==> config.mk <==
export PLATFORM = sky130hd
export DESIGN_NAME = servo_option_parameter_bank
export DESIGN_NICKNAME = d
export VERILOG_FILES = /design/src/servo_option_parameter_bank_pkg.sv /design/src/servo_option_parameter_bank.sv
export VERILOG_INCLUDE_DIRS = /design/src
export SDC_FILE = /design/constraint.sdc
export NUM_CORES = 1
export LEC_CHECK = 0
export ABC_AREA = 1
export BUFFER_PORTS_ARGS = -buffer_cell sky130_fd_sc_hd__buf_2
export CORE_MARGIN = 5
export CORE_UTILIZATION = 45
export DETAILED_ROUTE_END_ITERATION = 8
export SKIP_CTS_REPAIR_TIMING = 1
export SYNTH_ARGS = -nofsm -noshare
export SYNTH_HDL_FRONTEND = slang
export SYNTH_SLANG_ARGS = --single-unit
==> constraint.sdc <==
create_clock -name clk_i -period 6.8 [get_ports clk_i]
set_input_delay 0.34 -clock clk_i [delete_from_list [all_inputs] [get_ports clk_i]]
set_output_delay 0.34 -clock clk_i [all_outputs]
set_load 0.02 [all_outputs]
==> src/servo_option_parameter_bank_defs.svh <==
// Purpose: Offsets, field positions, limits and reset values of the parameter bank
// Assumes: Included by bare name
// Notes: Parameter numbers map onto bank slots by subtracting the first number
`ifndef SERVO_OPTION_PARAMETER_BANK_DEFS_SVH
`define SERVO_OPTION_PARAMETER_BANK_DEFS_SVH

// Parameter numbers and bank slots
`define PRM_FIRST 6'd26
`define PRM_LAST 6'd39
`define PRM_COUNT 14
`define SLOT_JOG1 4'd0
`define SLOT_JOG2 4'd1
`define SLOT_FWD_TRQ 4'd2
`define SLOT_REV_TRQ 4'd3
`define SLOT_FWD_SWLIM 4'd4
`define SLOT_REV_SWLIM 4'd5
`define SLOT_GEAR_NUM 4'd6
`define SLOT_GEAR_DEN 4'd7
`define SLOT_ENC_PPR 4'd8
`define SLOT_AXIS 4'd9
`define SLOT_OPT36 4'd10
`define SLOT_OPT37 4'd11
`define SLOT_OPT38 4'd12
`define SLOT_OPT39 4'd13

// Factory settings
`define RST_JOG1 16'h03e8
`define RST_JOG2 16'h00c8
`define RST_TRQ_MAX 16'h012c
`define RST_SWLIM 16'h0000
`define RST_GEAR 16'h0001
`define RST_ENC_PPR 16'h0800
`define RST_AXIS 16'h0063
`define RST_OPT 16'h0000

// Limits
`define GEAR_MIN 16'h0001
`define GEAR_MAX 16'h7530
`define ENC_MIN 16'h0201
`define ENC_MAX 16'h8000
`define AXIS_MAX 16'h0063
`define SWLIM_MAG 16'h7530
`define ABS_CHK_MAX 4'h5
`define ORG_METHOD_MAX 3'h6
`define CMD_CODE_MAX 4'h8
`define SPECIAL_IN_MAX 2'h1

// Option word 36 fields
`define O36_RSVD 15
`define O36_START 14
`define O36_MODE_HI 13
`define O36_MODE_LO 12
`define O36_ECHO 11
`define O36_ACK 10
`define O36_ERR 9
`define O36_NOAXIS 8
`define O36_ABS_HI 7
`define O36_ABS_LO 4
`define O36_PTRAIN 3
`define O36_ABSENC 2
`define O36_ALTORG 1
`define O36_ORGDIR 0

// Option word 37 fields
`define O37_INV_CLIM 15
`define O37_INV_PDONE 14
`define O37_INV_BRK 13
`define O37_INV_FLT 12
`define O37_MSK_CLIM 11
`define O37_MSK_PDONE 10
`define O37_MSK_BRK 9
`define O37_MSK_FLT 8
`define O37_SPIN_HI 7
`define O37_SPIN_LO 6
`define O37_RSVD 5
`define O37_INV_DECEL 4
`define O37_MSK_FCLR 3
`define O37_EXT_JOG 2
`define O37_MSK_OVTR 1
`define O37_MSK_DEN 0

// Option word 39 fields
`define O39_RSVD_HI 15
`define O39_RSVD_LO 13
`define O39_PARITY 12
`define O39_PDC_MULT 11
`define O39_PDC_EN 10
`define O39_BUFM 9
`define O39_OVRW 8
`define O39_ORG_XCLEAR 7
`define O39_ORGM_HI 6
`define O39_ORGM_LO 4
`define O39_FCLR_HI 3
`define O39_FCLR_LO 0

`endif

==> src/servo_option_parameter_bank_pkg.sv <==
// Purpose: Types shared by the parameter bank
// Assumes: Field positions live in the defs header
// Notes: Command codes index the command vector at code minus one
package servo_option_parameter_bank_pkg;

  typedef enum logic [2:0] {
    S_IDLE = 3'b001,
    S_WR = 3'b010,
    S_RD = 3'b100
  } acc_state_t;

  typedef enum logic [3:0] {
    CMD_NONE = 4'h0,
    CMD_DRIVE_ENABLE = 4'h1,
    CMD_PROP_CONTROL = 4'h2,
    CMD_START = 4'h3,
    CMD_HOLD = 4'h4,
    CMD_REF_POINT = 4'h5,
    CMD_SKIP = 4'h6,
    CMD_ORIGIN_RETURN = 4'h7,
    CMD_FAULT_CLEAR = 4'h8
  } cmd_code_t;

  typedef struct packed {
    logic start_from_current;
    logic [1:0] mode_switch_sel;
    logic echo_text;
    logic ack_reply_en;
    logic err_reply_en;
    logic ignore_no_axis;
    logic [3:0] abs_cycle_check;
    logic ref_from_pulse_train;
    logic abs_encoder;
    logic alt_origin_method;
    logic origin_negative;
    logic ext_jog_en;
    logic pdc_en;
    logic pdc_multiplier;
    logic ref_buffered;
    logic ref_overwrite;
    logic origin_from_clear;
    logic [2:0] origin_method;
    logic ignore_parity;
    logic [15:0] gear_num;
    logic [15:0] gear_den;
    logic [15:0] enc_ppr;
    logic [15:0] axis_num;
  } cfg_t;

  typedef struct packed {
    logic current_limit;
    logic positioning_done;
    logic brake;
    logic fault;
  } drive_outs_t;

  typedef struct packed {
    logic decel_switch;
    logic fault_clear;
    logic overtravel;
    logic drive_enable;
    logic reverse_current_limit;
    logic forward_current_limit;
    logic proportional_control;
  } drive_ins_t;

endpackage

==> src/servo_option_parameter_bank.sv <==
// Purpose: Parameter bank 26 to 39 with option decode for a servo drive
// Assumes: All inputs synchronous to clk_i; digits arrive one per cycle
// Notes: Out of range writes are refused whole and leave the slot unchanged
`include "servo_option_parameter_bank_defs.svh"

module servo_option_parameter_bank
  import servo_option_parameter_bank_pkg::*;
(
  // Clock and reset
  input wire logic clk_i,
  input wire logic rst_b_i,
  // Parameter access
  input wire logic acc_start_i,
  input wire logic acc_write_i,
  input wire logic [5:0] acc_num_i,
  input wire logic dig_valid_i,
  input wire logic [3:0] dig_i,
  output logic rd_dig_valid_o,
  output logic [3:0] rd_dig_o,
  output logic acc_done_o,
  output logic acc_err_o,
  output logic acc_busy_o,
  // Serial message handling
  input wire logic char_valid_i,
  input wire logic char_parity_err_i,
  input wire logic msg_done_i,
  input wire logic msg_ok_i,
  input wire logic msg_has_axis_i,
  output logic char_accept_o,
  output logic cmd_accept_o,
  output logic echo_reply_o,
  output logic ack_reply_o,
  output logic err_reply_o,
  // Drive signals
  input wire drive_outs_t outs_raw_i,
  input wire drive_ins_t ins_raw_i,
  input wire logic encoder_index_i,
  input wire logic external_clear_input_i,
  input wire logic manual_inch_move_i,
  output drive_outs_t outs_o,
  output logic decel_switch_input_o,
  output logic overtravel_input_o,
  output logic [7:0] cmd_vec_o,
  output logic origin_pulse_o,
  output logic ext_jog_o,
  output cfg_t cfg_o
);

  logic [15:0] bank_q [`PRM_COUNT];
  acc_state_t state_q;
  logic [3:0] slot_q;
  logic [1:0] dig_cnt_q;
  logic [15:0] shift_q;
  logic [15:0] o36;
  logic [15:0] o37;
  logic [15:0] o38;
  logic [15:0] o39;
  logic num_ok;
  logic [3:0] slot_d;
  logic [15:0] wr_word;
  logic den_m;
  logic fclr_m;
  logic [7:0] cmds_d;

  // Command code to one-hot command bit
  function automatic logic [7:0] cmd_bit(input logic [3:0] code);
    logic [7:0] v;
    v = 8'h00;
    if (code != CMD_NONE && code <= `CMD_CODE_MAX) begin
      v[3'(code - 4'h1)] = 1'b1;
    end
    return v;
  endfunction

  // Range check applied to a complete written word
  function automatic logic word_ok(input logic [3:0] slot, input logic [15:0] v);
    logic ok;
    ok = 1'b1;
    case (slot)
      `SLOT_FWD_SWLIM, `SLOT_REV_SWLIM: begin
        ok = v[15] ? ((16'(~v) + 16'h0001) <= `SWLIM_MAG) : (v <= `SWLIM_MAG);
      end
      `SLOT_FWD_TRQ, `SLOT_REV_TRQ: ok = v <= `RST_TRQ_MAX;
      `SLOT_GEAR_NUM, `SLOT_GEAR_DEN: ok = v >= `GEAR_MIN && v <= `GEAR_MAX;
      `SLOT_ENC_PPR: ok = v >= `ENC_MIN && v <= `ENC_MAX;
      `SLOT_AXIS: ok = v <= `AXIS_MAX;
      `SLOT_OPT36: begin
        ok = !v[`O36_RSVD] && v[`O36_ABS_HI:`O36_ABS_LO] <= `ABS_CHK_MAX;
      end
      `SLOT_OPT37: begin
        ok = !v[`O37_RSVD] && v[`O37_SPIN_HI:`O37_SPIN_LO] <= `SPECIAL_IN_MAX;
      end
      `SLOT_OPT38: begin
        ok = v[15:12] <= `CMD_CODE_MAX && v[11:8] <= `CMD_CODE_MAX &&
             v[7:4] <= `CMD_CODE_MAX && v[3:0] <= `CMD_CODE_MAX;
      end
      `SLOT_OPT39: begin
        ok = v[`O39_RSVD_HI:`O39_RSVD_LO] == 3'h0 &&
             v[`O39_ORGM_HI:`O39_ORGM_LO] <= `ORG_METHOD_MAX &&
             v[`O39_FCLR_HI:`O39_FCLR_LO] <= `CMD_CODE_MAX;
      end
      default: ok = 1'b1;
    endcase
    return ok;
  endfunction

  assign o36 = bank_q[`SLOT_OPT36];
  assign o37 = bank_q[`SLOT_OPT37];
  assign o38 = bank_q[`SLOT_OPT38];
  assign o39 = bank_q[`SLOT_OPT39];
  assign num_ok = acc_num_i >= `PRM_FIRST && acc_num_i <= `PRM_LAST;
  assign slot_d = 4'(acc_num_i - `PRM_FIRST);
  assign wr_word = {shift_q[11:0], dig_i};

  // Access sequencer
  always_ff @(posedge clk_i or negedge rst_b_i) begin
    if (!rst_b_i) begin
      state_q <= S_IDLE;
      slot_q <= 4'h0;
      dig_cnt_q <= 2'h0;
      shift_q <= 16'h0000;
      acc_done_o <= 1'b0;
      acc_err_o <= 1'b0;
      acc_busy_o <= 1'b0;
      rd_dig_valid_o <= 1'b0;
      rd_dig_o <= 4'h0;
    end else begin
      acc_done_o <= 1'b0;
      acc_err_o <= 1'b0;
      rd_dig_valid_o <= 1'b0;
      case (state_q)
        S_IDLE: begin
          dig_cnt_q <= 2'h0;
          if (acc_start_i && !num_ok) begin
            acc_done_o <= 1'b1;
            acc_err_o <= 1'b1;
          end else if (acc_start_i && acc_write_i) begin
            state_q <= S_WR;
            slot_q <= slot_d;
            acc_busy_o <= 1'b1;
          end else if (acc_start_i) begin
            state_q <= S_RD;
            slot_q <= slot_d;
            shift_q <= bank_q[slot_d];
            acc_busy_o <= 1'b1;
          end
        end
        S_WR: begin
          if (dig_valid_i) begin
            shift_q <= wr_word;
            dig_cnt_q <= dig_cnt_q + 2'h1;
            if (dig_cnt_q == 2'h3) begin
              state_q <= S_IDLE;
              acc_busy_o <= 1'b0;
              acc_done_o <= 1'b1;
              acc_err_o <= !word_ok(slot_q, wr_word);
            end
          end
        end
        S_RD: begin
          rd_dig_valid_o <= 1'b1;
          rd_dig_o <= shift_q[15:12];
          shift_q <= {shift_q[11:0], 4'h0};
          dig_cnt_q <= dig_cnt_q + 2'h1;
          if (dig_cnt_q == 2'h3) begin
            state_q <= S_IDLE;
            acc_busy_o <= 1'b0;
            acc_done_o <= 1'b1;
          end
        end
        default: begin
          state_q <= S_IDLE;
          acc_busy_o <= 1'b0;
        end
      endcase
    end
  end

  // Bank storage, factory settings on reset
  always_ff @(posedge clk_i or negedge rst_b_i) begin
    if (!rst_b_i) begin
      bank_q[`SLOT_JOG1] <= `RST_JOG1;
      bank_q[`SLOT_JOG2] <= `RST_JOG2;
      bank_q[`SLOT_FWD_TRQ] <= `RST_TRQ_MAX;
      bank_q[`SLOT_REV_TRQ] <= `RST_TRQ_MAX;
      bank_q[`SLOT_FWD_SWLIM] <= `RST_SWLIM;
      bank_q[`SLOT_REV_SWLIM] <= `RST_SWLIM;
      bank_q[`SLOT_GEAR_NUM] <= `RST_GEAR;
      bank_q[`SLOT_GEAR_DEN] <= `RST_GEAR;
      bank_q[`SLOT_ENC_PPR] <= `RST_ENC_PPR;
      bank_q[`SLOT_AXIS] <= `RST_AXIS;
      bank_q[`SLOT_OPT36] <= `RST_OPT;
      bank_q[`SLOT_OPT37] <= `RST_OPT;
      bank_q[`SLOT_OPT38] <= `RST_OPT;
      bank_q[`SLOT_OPT39] <= `RST_OPT;
    end else if (state_q == S_WR && dig_valid_i && dig_cnt_q == 2'h3 &&
                 word_ok(slot_q, wr_word)) begin
      bank_q[slot_q] <= wr_word;
    end
  end

  // Decoded configuration
  always_ff @(posedge clk_i or negedge rst_b_i) begin
    if (!rst_b_i) begin
      cfg_o <= '0;
    end else begin
      cfg_o.start_from_current <= o36[`O36_START];
      cfg_o.mode_switch_sel <= o36[`O36_MODE_HI:`O36_MODE_LO];
      cfg_o.echo_text <= o36[`O36_ECHO];
      cfg_o.ack_reply_en <= o36[`O36_ACK];
      cfg_o.err_reply_en <= o36[`O36_ERR];
      cfg_o.ignore_no_axis <= o36[`O36_NOAXIS];
      cfg_o.abs_cycle_check <= o36[`O36_ABS_HI:`O36_ABS_LO];
      cfg_o.ref_from_pulse_train <= o36[`O36_PTRAIN];
      cfg_o.abs_encoder <= o36[`O36_ABSENC];
      cfg_o.alt_origin_method <= o36[`O36_ALTORG];
      cfg_o.origin_negative <= o36[`O36_ORGDIR];
      cfg_o.ext_jog_en <= o37[`O37_EXT_JOG];
      cfg_o.pdc_en <= o39[`O39_PDC_EN];
      cfg_o.pdc_multiplier <= o39[`O39_PDC_MULT];
      cfg_o.ref_buffered <= o39[`O39_BUFM];
      cfg_o.ref_overwrite <= o39[`O39_OVRW];
      cfg_o.origin_from_clear <= o39[`O39_ORG_XCLEAR];
      cfg_o.origin_method <= o39[`O39_ORGM_HI:`O39_ORGM_LO];
      cfg_o.ignore_parity <= o39[`O39_PARITY];
      cfg_o.gear_num <= bank_q[`SLOT_GEAR_NUM];
      cfg_o.gear_den <= bank_q[`SLOT_GEAR_DEN];
      cfg_o.enc_ppr <= bank_q[`SLOT_ENC_PPR];
      cfg_o.axis_num <= bank_q[`SLOT_AXIS];
    end
  end

  // Serial link answers
  always_ff @(posedge clk_i or negedge rst_b_i) begin
    if (!rst_b_i) begin
      char_accept_o <= 1'b0;
      cmd_accept_o <= 1'b0;
      echo_reply_o <= 1'b0;
      ack_reply_o <= 1'b0;
      err_reply_o <= 1'b0;
    end else begin
      char_accept_o <= char_valid_i && (o39[`O39_PARITY] || !char_parity_err_i);
      cmd_accept_o <= msg_done_i && (msg_has_axis_i || !o36[`O36_NOAXIS]);
      echo_reply_o <= msg_done_i && (msg_has_axis_i || !o36[`O36_NOAXIS]) &&
                      o36[`O36_ECHO];
      ack_reply_o <= msg_done_i && (msg_has_axis_i || !o36[`O36_NOAXIS]) &&
                     msg_ok_i && o36[`O36_ACK];
      err_reply_o <= msg_done_i && (msg_has_axis_i || !o36[`O36_NOAXIS]) &&
                     !msg_ok_i && o36[`O36_ERR];
    end
  end

  // Masked inputs feed the allocation too
  assign den_m = ins_raw_i.drive_enable && !o37[`O37_MSK_DEN];
  assign fclr_m = ins_raw_i.fault_clear && !o37[`O37_MSK_FCLR];

  // Command vector from inputs
  always_comb begin
    cmds_d = 8'h00;
    if (o37[`O37_SPIN_LO]) begin
      cmds_d = (cmd_bit(o38[15:12]) & {8{ins_raw_i.reverse_current_limit}}) |
               (cmd_bit(o38[11:8]) & {8{ins_raw_i.forward_current_limit}}) |
               (cmd_bit(o38[7:4]) & {8{ins_raw_i.proportional_control}}) |
               (cmd_bit(o38[3:0]) & {8{den_m}}) |
               (cmd_bit(o39[`O39_FCLR_HI:`O39_FCLR_LO]) & {8{fclr_m}});
    end else begin
      cmds_d = (cmd_bit(CMD_DRIVE_ENABLE) & {8{den_m}}) |
               (cmd_bit(CMD_PROP_CONTROL) & {8{ins_raw_i.proportional_control}}) |
               (cmd_bit(CMD_FAULT_CLEAR) & {8{fclr_m}});
    end
  end

  // Drive pin conditioning
  always_ff @(posedge clk_i or negedge rst_b_i) begin
    if (!rst_b_i) begin
      outs_o <= '0;
      decel_switch_input_o <= 1'b0;
      overtravel_input_o <= 1'b0;
      cmd_vec_o <= 8'h00;
      origin_pulse_o <= 1'b0;
      ext_jog_o <= 1'b0;
    end else begin
      // inversion after masking, so a masked pin sits at its idle level
      outs_o.current_limit <= (outs_raw_i.current_limit && !o37[`O37_MSK_CLIM]) ^
                              o37[`O37_INV_CLIM];
      outs_o.positioning_done <= (outs_raw_i.positioning_done && !o37[`O37_MSK_PDONE]) ^
                                 o37[`O37_INV_PDONE];
      outs_o.brake <= (outs_raw_i.brake && !o37[`O37_MSK_BRK]) ^ o37[`O37_INV_BRK];
      outs_o.fault <= (outs_raw_i.fault && !o37[`O37_MSK_FLT]) ^ o37[`O37_INV_FLT];
      decel_switch_input_o <= ins_raw_i.decel_switch ^ o37[`O37_INV_DECEL];
      overtravel_input_o <= ins_raw_i.overtravel && !o37[`O37_MSK_OVTR];
      cmd_vec_o <= cmds_d;
      origin_pulse_o <= o39[`O39_ORG_XCLEAR] ? external_clear_input_i : encoder_index_i;
      ext_jog_o <= manual_inch_move_i && o37[`O37_EXT_JOG];
    end
  end

endmodule

==> results of run 1 <==
-- cells in the final DEF, fill, tap and decap left out, drive strengths merged, types with 2 or more instances in the layout --
cell / n
a221oi: 4
a22oi: 5
a31oi: 7
o2111ai: 2
buf: 178
xor2: 9
clkinvlp: 2
nand2: 551
o211ai: 24
dlygate4sd3: 8
xnor2: 6
o311ai: 6
ha: 7
inv: 135
clkbuf: 58
or2: 2
o21ai: 166
dfrtp: 342
o22ai: 34
o31ai: 2
bufinv: 4
clkinv: 8
o221ai: 6
nand4: 201
nor4: 2
nor2: 167
nor3: 24
a21oi: 24
dfstp: 25
nand3: 56
-- stage by stage --
stage	total power, uW	cell area (sq um)	worst slack (ps)
2_1_floorplan	3890	16900	4530
3_3_place_gp	4180	17700	2910
3_5_place_dp	4200	17700	2880
4_1_cts	6470	19100	2890
5_1_grt	6750	19100	2420
6_report	6470	19100	2740
-- metal layers --
layer | vias to the layer above | GRT usage [%] | wire length, um
li1 | 6749 | - | -
met1 | 7078 | 37.4 | 24000
met2 | 607 | 40.4 | 24600
met3 | 115 | 4.21 | 3590
met4 | 0 | 8.96 | 1800
met5 | - | 0 | 0
-- power by group through the flow --
stage	clock network (uW)	registers (uW)	logic [uW]
3_5_place_dp	0	2520	1680
6_report	2270	2490	1710
3_3_place_gp	0	2520	1670
5_1_grt	2400	2500	1850
2_1_floorplan	0	2400	1490
4_1_cts	2310	2480	1680
-- kinds of logic (layout without fill, tap and decap cells) --
kind of cell / Yosys count / after routing
fa+ha+maj: 7 / 7
xor+xnor: 15 / 15
flops: 367 / 367
compound gates: 283 / 283
buf+inv: 281 / 393
simple gates: 1003 / 1003
-- worst max-delay path by stage --
stage                       startpoint    endpoint  slack [ps]  depth (start not counted)
after floorplan           acc_num_i[1]  shift_q[5]        4530                         12
after global placement       slot_q[1]      o37[8]        2910                         12
after detailed placement    shift_q[2]      o37[8]        2880                         17
after CTS                   shift_q[2]      o37[8]        2890                         17
after global routing        shift_q[6]  bank_q[98]        2420                         11
final                      shift_q[10]      o37[8]        2740                         12
-- sequential cells by signal (all words and copies together) (netlist names), 8 cells and up --
name and cells:
o37 16, shift_q 16, o36 16, cmd_vec_o 8, o38 16, bank_q 160, cfg_o 89, o39 16
-- area by class of cell --
cell class | instances | area share, %
inverters | 133 | 2.61
repair buffers | 186 | 5.62
clock inverters | 16 | 1.12
flip-flops and latches | 367 | 48.1
multi-input cells | 1308 | 33.4
well taps | 474 | 3.10
clock buffers | 58 | 6.00
-- critical path, cell delays in order, from the launching register on --
cell and delay (ps):
dfrtp_1 1010, inv_1 240, nor3_1 320, nand4_1 120
nand2_1 80, o21ai_1 80, o221ai_1 80, nand3_1 100
nor2_1 290, nand2_8 500, nand3_1 860, nand2_1 130
nand2_1 90
==> summary.txt, run 1 <==
Power
  – Comb pwr share: 26.4%
  – Sequential power share: 38.5%
  – Pint: 3970 uW
  – P_leak: between 0.009 and 0.01 uW
  – Clock Power Share: between 30% and 40%
  – Sw Share: between 30% and 40%
  – Pwr dens: 338 nW/um^2
  – Sw power: 2500 uW
  – VDD IR max: 289 uV

Setup path
  – Worst-path fanout max: approximately 120
  – Crit. End Element: flip-flop
  – RR Endpoint: o37[8]
  – Worst r2r path cells: 12
  – Critical path startpoint category: flip-flop
  – Crit path kind: reg2reg
  – Critical path data arrival time: 4560 ps
  – R2R Path Start: shift_q[10]
  – Required time worst endpoint: 7300 ps
  – R2R setup slack: between 2000 and 3000 ps

Yosys
  – Compound-gate portion of the synthesized area: roughly 9.6%
  – Count leader, synth: nand2_1
  – Post-Synth XOR/XNOR Area: 0.779%
  – Synth area leaders: dfrtp_1 51%, nand2_1 12%, nand4_1 7.5%, o21ai_0 4.8%, dfstp_2 3.9%
  – Mean post-synth cell area: 8.63 sq um
  – Fraction of the mapped netlist area in adder cells: less than 1%
  – Yosys top cell area share: about half
  – Syn Inst Count: 1956
  – Post-synth top area cell: dfrtp_1
  – #FFs+latches synth: 367
  – Sequential area share after synthesis: 54.6%
  – EDFF count, synth: 0
  – Warnings from Yosys: 0
  – Post-synthesis mux area share: 0%
  – Synth Cell Area: 16900 sq um
  – Post-synthesis async set-or-reset flop share: 100%
  – Ys flop type: dfrtp_1
  – Synth Area in Simple Gates: between 20% and 30%
  – Largest family of logic cells by synthesized area: simple AND/OR/NAND/NOR gates
  – Synth cell count leaders: 547 x nand2_1, 342 x dfrtp_1, 201 x nand4_1
  – Syn nets: 1997
  – Netlist cell types: 46

Clock network
  – CTS buffer count: 40
  – Num Clock Sinks: 367
  – Clock input transition at the sequential cells of the worst setup and hold paths: roughly 60 ps
  – CTS tree: done
  – H-tree depth: 2
  – Worst skew pair latency: around 580 ps
  – Max Buffers Root-to-Sink: 3
  – Root buffer cell: clkbuf_16

Hold path
  – Hold Path Stages: 2
  – Hold endpoint: char_accept_o
  – Hold Path Class: in2reg
  – Hold Startpoint: char_valid_i

Placed design
  – Post-Place Cells: 2460
  – Post-DP HPWL: about 34000 um
  – GP Congestion: 0.917
  – Port bufs: 151

Cells and area
  – Area of the multi-input gates: 6390 sq um
  – NumNets Final: around 2100
  – N_diodes: 0
  – Register area: 9220 sq um
  – Filler cell count: about 3500
  – Final Util: 51.3%
  – Non-filler cells, final: 2542
  – Area growth syn-to-layout: 13.5%
  – Share of cells above drive strength 1: 14.8%

STA
  – Slew Limit Fails: 0
  – # setup viols final: 0
  – Fin Setup TNS: 0 ps
  – Hold Slack: between 15 and 20 ps
  – Relative slew margins: 20.8%
  – Tcrit/Tclk final: 59.7%
  – Hold Violations, Final: 0
  – RSZ-0062 raised after global routing: false
  – Setup Skew: 15.1 ps
  – Slew at the pin closest to its max-slew limit: 1180 ps
  – Min cycle time layout: approximately 4100 ps
  – Max Fclk: 0.247 GHz

Die
  – I/O pins: 152
  – Row cnt: just over 70
  – Core Footprint: 37300 sq um
  – Initial cell density of the core: 45.2%
  – DIE AREA: between 40000 and 50000 sq um
  – Die Span X: 204 um
  – Chip height: about 200 um

Global route
  – Vias in the first global route: 14279
  – Total gr overflow: 0
  – GRT Overall Usage: between 20% and 30%
  – Largest net degree at the start of global routing: 172
  – First-pass GRT wire length: 85100 um
  – Initial antenna violation count: 0

Route
  – Total routed wirelength: 54000 um
  – DRC viols: 0
  – DR WL/cell: 21.2 um
  – Total number of vias: roughly 15000
  – Vias/cell: between 5 and 6
  – First-pass DRT Iterations: 5
  – DR iter-0 viols: 1484
  – Antenna Nets Post-Route: 0

Outcome
  – Status: completed

Run
  – MaxCap Viol Count: 0
Power figures use the tool's default switching activity.
==> run 2: changes to the inputs <==
- PLACE_DENSITY: default -> 0.66
- clock period: 6.8 -> 3.5 ns (I/O delays scaled with it)
==> summary.txt, run 2 (synthesis gave the netlist of run 1 again) <==
Die
  – Core Footprint: 37300 sq um (unchanged)
  – DIE AREA: 41500 sq um (unchanged)
  – Row cnt: 71 (unchanged)
  – Die Span X: 204 um (unchanged)
  – Chip height: 204 um (unchanged)
  – I/O pins: 152 (unchanged)
  – Initial cell density of the core: 45.2% (unchanged)

Clock network
  – Num Clock Sinks: 367 (unchanged)
  – Max Buffers Root-to-Sink: 3 (unchanged)
  – Worst skew pair latency: 560 ps (-20 ps)
  – CTS tree: done
  – H-tree depth: 2 (unchanged)
  – Clock input transition at the sequential cells of the worst setup and hold paths: 60 ps (about the same)
  – Root buffer cell: clkbuf_16
  – CTS buffer count: 39 (-2.5%)

Cells and area
  – Area of the multi-input gates: 6390 sq um (about the same)
  – Final instance area: 19700 sq um (+3.0%)
  – Final Util: 52.9% (+1.6 points)
  – Share of cells above drive strength 1: 16.9% (+2.1 points)
  – Biggest regs: bank_q x160, cfg_o x89
  – NumNets Final: 2135 (+2.8%)
  – Most common cell after layout, fill and taps aside: nand2_1
  – Register area: 9220 sq um (unchanged)
  – Area growth syn-to-layout: 16.9%
  – Filler cell count: 3409 (-3.0%)
  – Biggest register: bank_q
  – N_diodes: 0 (unchanged)
  – Most frequent cells in the layout: 547 x nand2_1, 342 x dfrtp_1, 201 x nand4_1
  – Max reg flops: 160 (unchanged)

STA
  – Hold Violations, Final: 3 (+3)
  – Fin Setup TNS: 0 ps (unchanged)
  – Max Fclk: 0.342 GHz (+39%)
  – Tcrit/Tclk final: 83.4% (+24 points)
  – Slew at the pin closest to its max-slew limit: 801 ps (-383 ps)
  – Slew Limit Fails: 0 (unchanged)
  – Hold Slack: -21.1 ps (-41.0 ps)
  – Min cycle time layout: 2920 ps (-1140 ps)
  – Relative slew margins: 46.5% (+26 points)
  – Setup Skew: 18.6 ps (+3.41 ps)
  – RSZ-0062 raised after global routing: false
  – # setup viols final: 0 (unchanged)

Placed design
  – GP Congestion: 0.957 (+4.4%)
  – Post-DP HPWL: 36300 um (+6.2%)
  – Port bufs: 151 (unchanged)
  – Placed inst area: 18100 sq um (+2.3%)

Global route
  – Largest net degree at the start of global routing: 119 (-31%)
  – First-pass GRT wire length: 85300 um (+0.16%)
  – GRT Overall Usage: 26.2% (+0.14 points)
  – Initial antenna violation count: 0 (unchanged)
  – Total gr overflow: 0 (unchanged)
  – Vias in the first global route: 14636 (+2.5%)

Power
  – VDD IR max: 508 uV (+76%)
  – Tot Pwr: 13100 uW (+100%)
  – Pwr dens: 664 nW/um^2 (+96%)
  – P_leak: 0.0103 uW (+3.2%)

Route
  – Total number of vias: 14952 (+2.8%)
  – Total routed wirelength: 54700 um (+1.2%)
  – Antenna Nets Post-Route: 0 (unchanged)
  – First-pass DRT Iterations: 6 (+1)
  – DR iter-0 viols: 1441 (-2.9%)
  – DRC viols: 0 (unchanged)
  – DR WL/cell: 21.0 um (-0.97%)
  – Vias/cell: 5.76 (+0.55%)

Setup path
  – Crit. End Element: flip-flop
  – Critical path, cell by cell: buf_4, inv_1, nor2_1, o31ai_1, a21oi_1, nand2_1, nor2_1, nand2_8, buf_4, nand4_1, nand2_1
  – Crit-path max cell delay: 680 ps (-330 ps)
  – Bufs and invs on worst path: 3 (+2)
  – Critical path data arrival time: 3360 ps (-1200 ps)
  – Critical path startpoint category: flip-flop
  – Required time worst endpoint: 3940 ps (-3360 ps)
  – Crit path kind: reg2reg
  – Slowest CP cell: dfrtp_1
  – Worst-path fanout max: 58 (-53%)
  – Kind of cell adding the most delay to the critical path: simple AND/OR/NAND/NOR gates

Outcome
  – Status: finished, violations left
  – Failing checks: hold timing

Run
  – MaxCap Viol Count: 0 (unchanged)

Hold path
  – Hold Path Class: in2reg
## run 2: cell types whose count changed in the layout (fill, tap and decap cells not counted), moves of 2 or more
cell	previous run	this run
buf_4	26	70
dlygate4sd3_1	8	19
clkbuf_1	10	2
buf_12	2	6
bufinv_16	4	8
clkinv_2	7	9
clkinvlp_4	2	4
## run 2: final cells by class
cell class,count,share of cell area (%)
repair buffers,245,8.09
clock inverters,23,1.76
inverters,133,2.53
flip-flops and latches,367,46.7
multi-input cells,1308,32.4
clock buffers,48,5.47
well taps,474,3.01
## run 2: through the flow
stage	setup slack, ps	std cells	hold slack (ps)
floorplan	1360	1956	-121
global placement	654	2508	216
detailed placement	644	2508	237
CTS	624	2579	-359
global route	246	2598	0.433
finish	579	2598	-21.1
## run 2: per-layer routing
layer,share of wire (%),global-route usage [%]
met2,46,40.6
met1,42,36.3
met5,0,0
met3,8.0,4.56
met4,4.9,11.5
## run 2: where the power goes
part           internal, uW  total (uW)  switching [uW]
registers              4430        4710             281
clock network          2800        4570            1780
logic                   937        3810            2880
## run 2: path summary, 6_finish.rpt
kind / startpoint / endpoint / slack [ps] / depth (start not counted)
min reg2reg: bank_q[72] / cfg_o[8] / 400 / 0
min in group asynchronous: rst_b_i / cfg_o[64] / 200 / 2
max reg2reg: shift_q[3] / bank_q[107] / 580 / 11
min: ins_raw_i[0] / cmd_vec_o[1] / -20 / 3
max in group asynchronous: rst_b_i / cfg_o[39] / 2140 / 3
max: shift_q[3] / bank_q[107] / 580 / 11
## run 2: tightest hold or removal path: cells and delay by family
family | cells | cell delay (ps)
buf+inv | 2 | 140
compound gates | 1 | 170
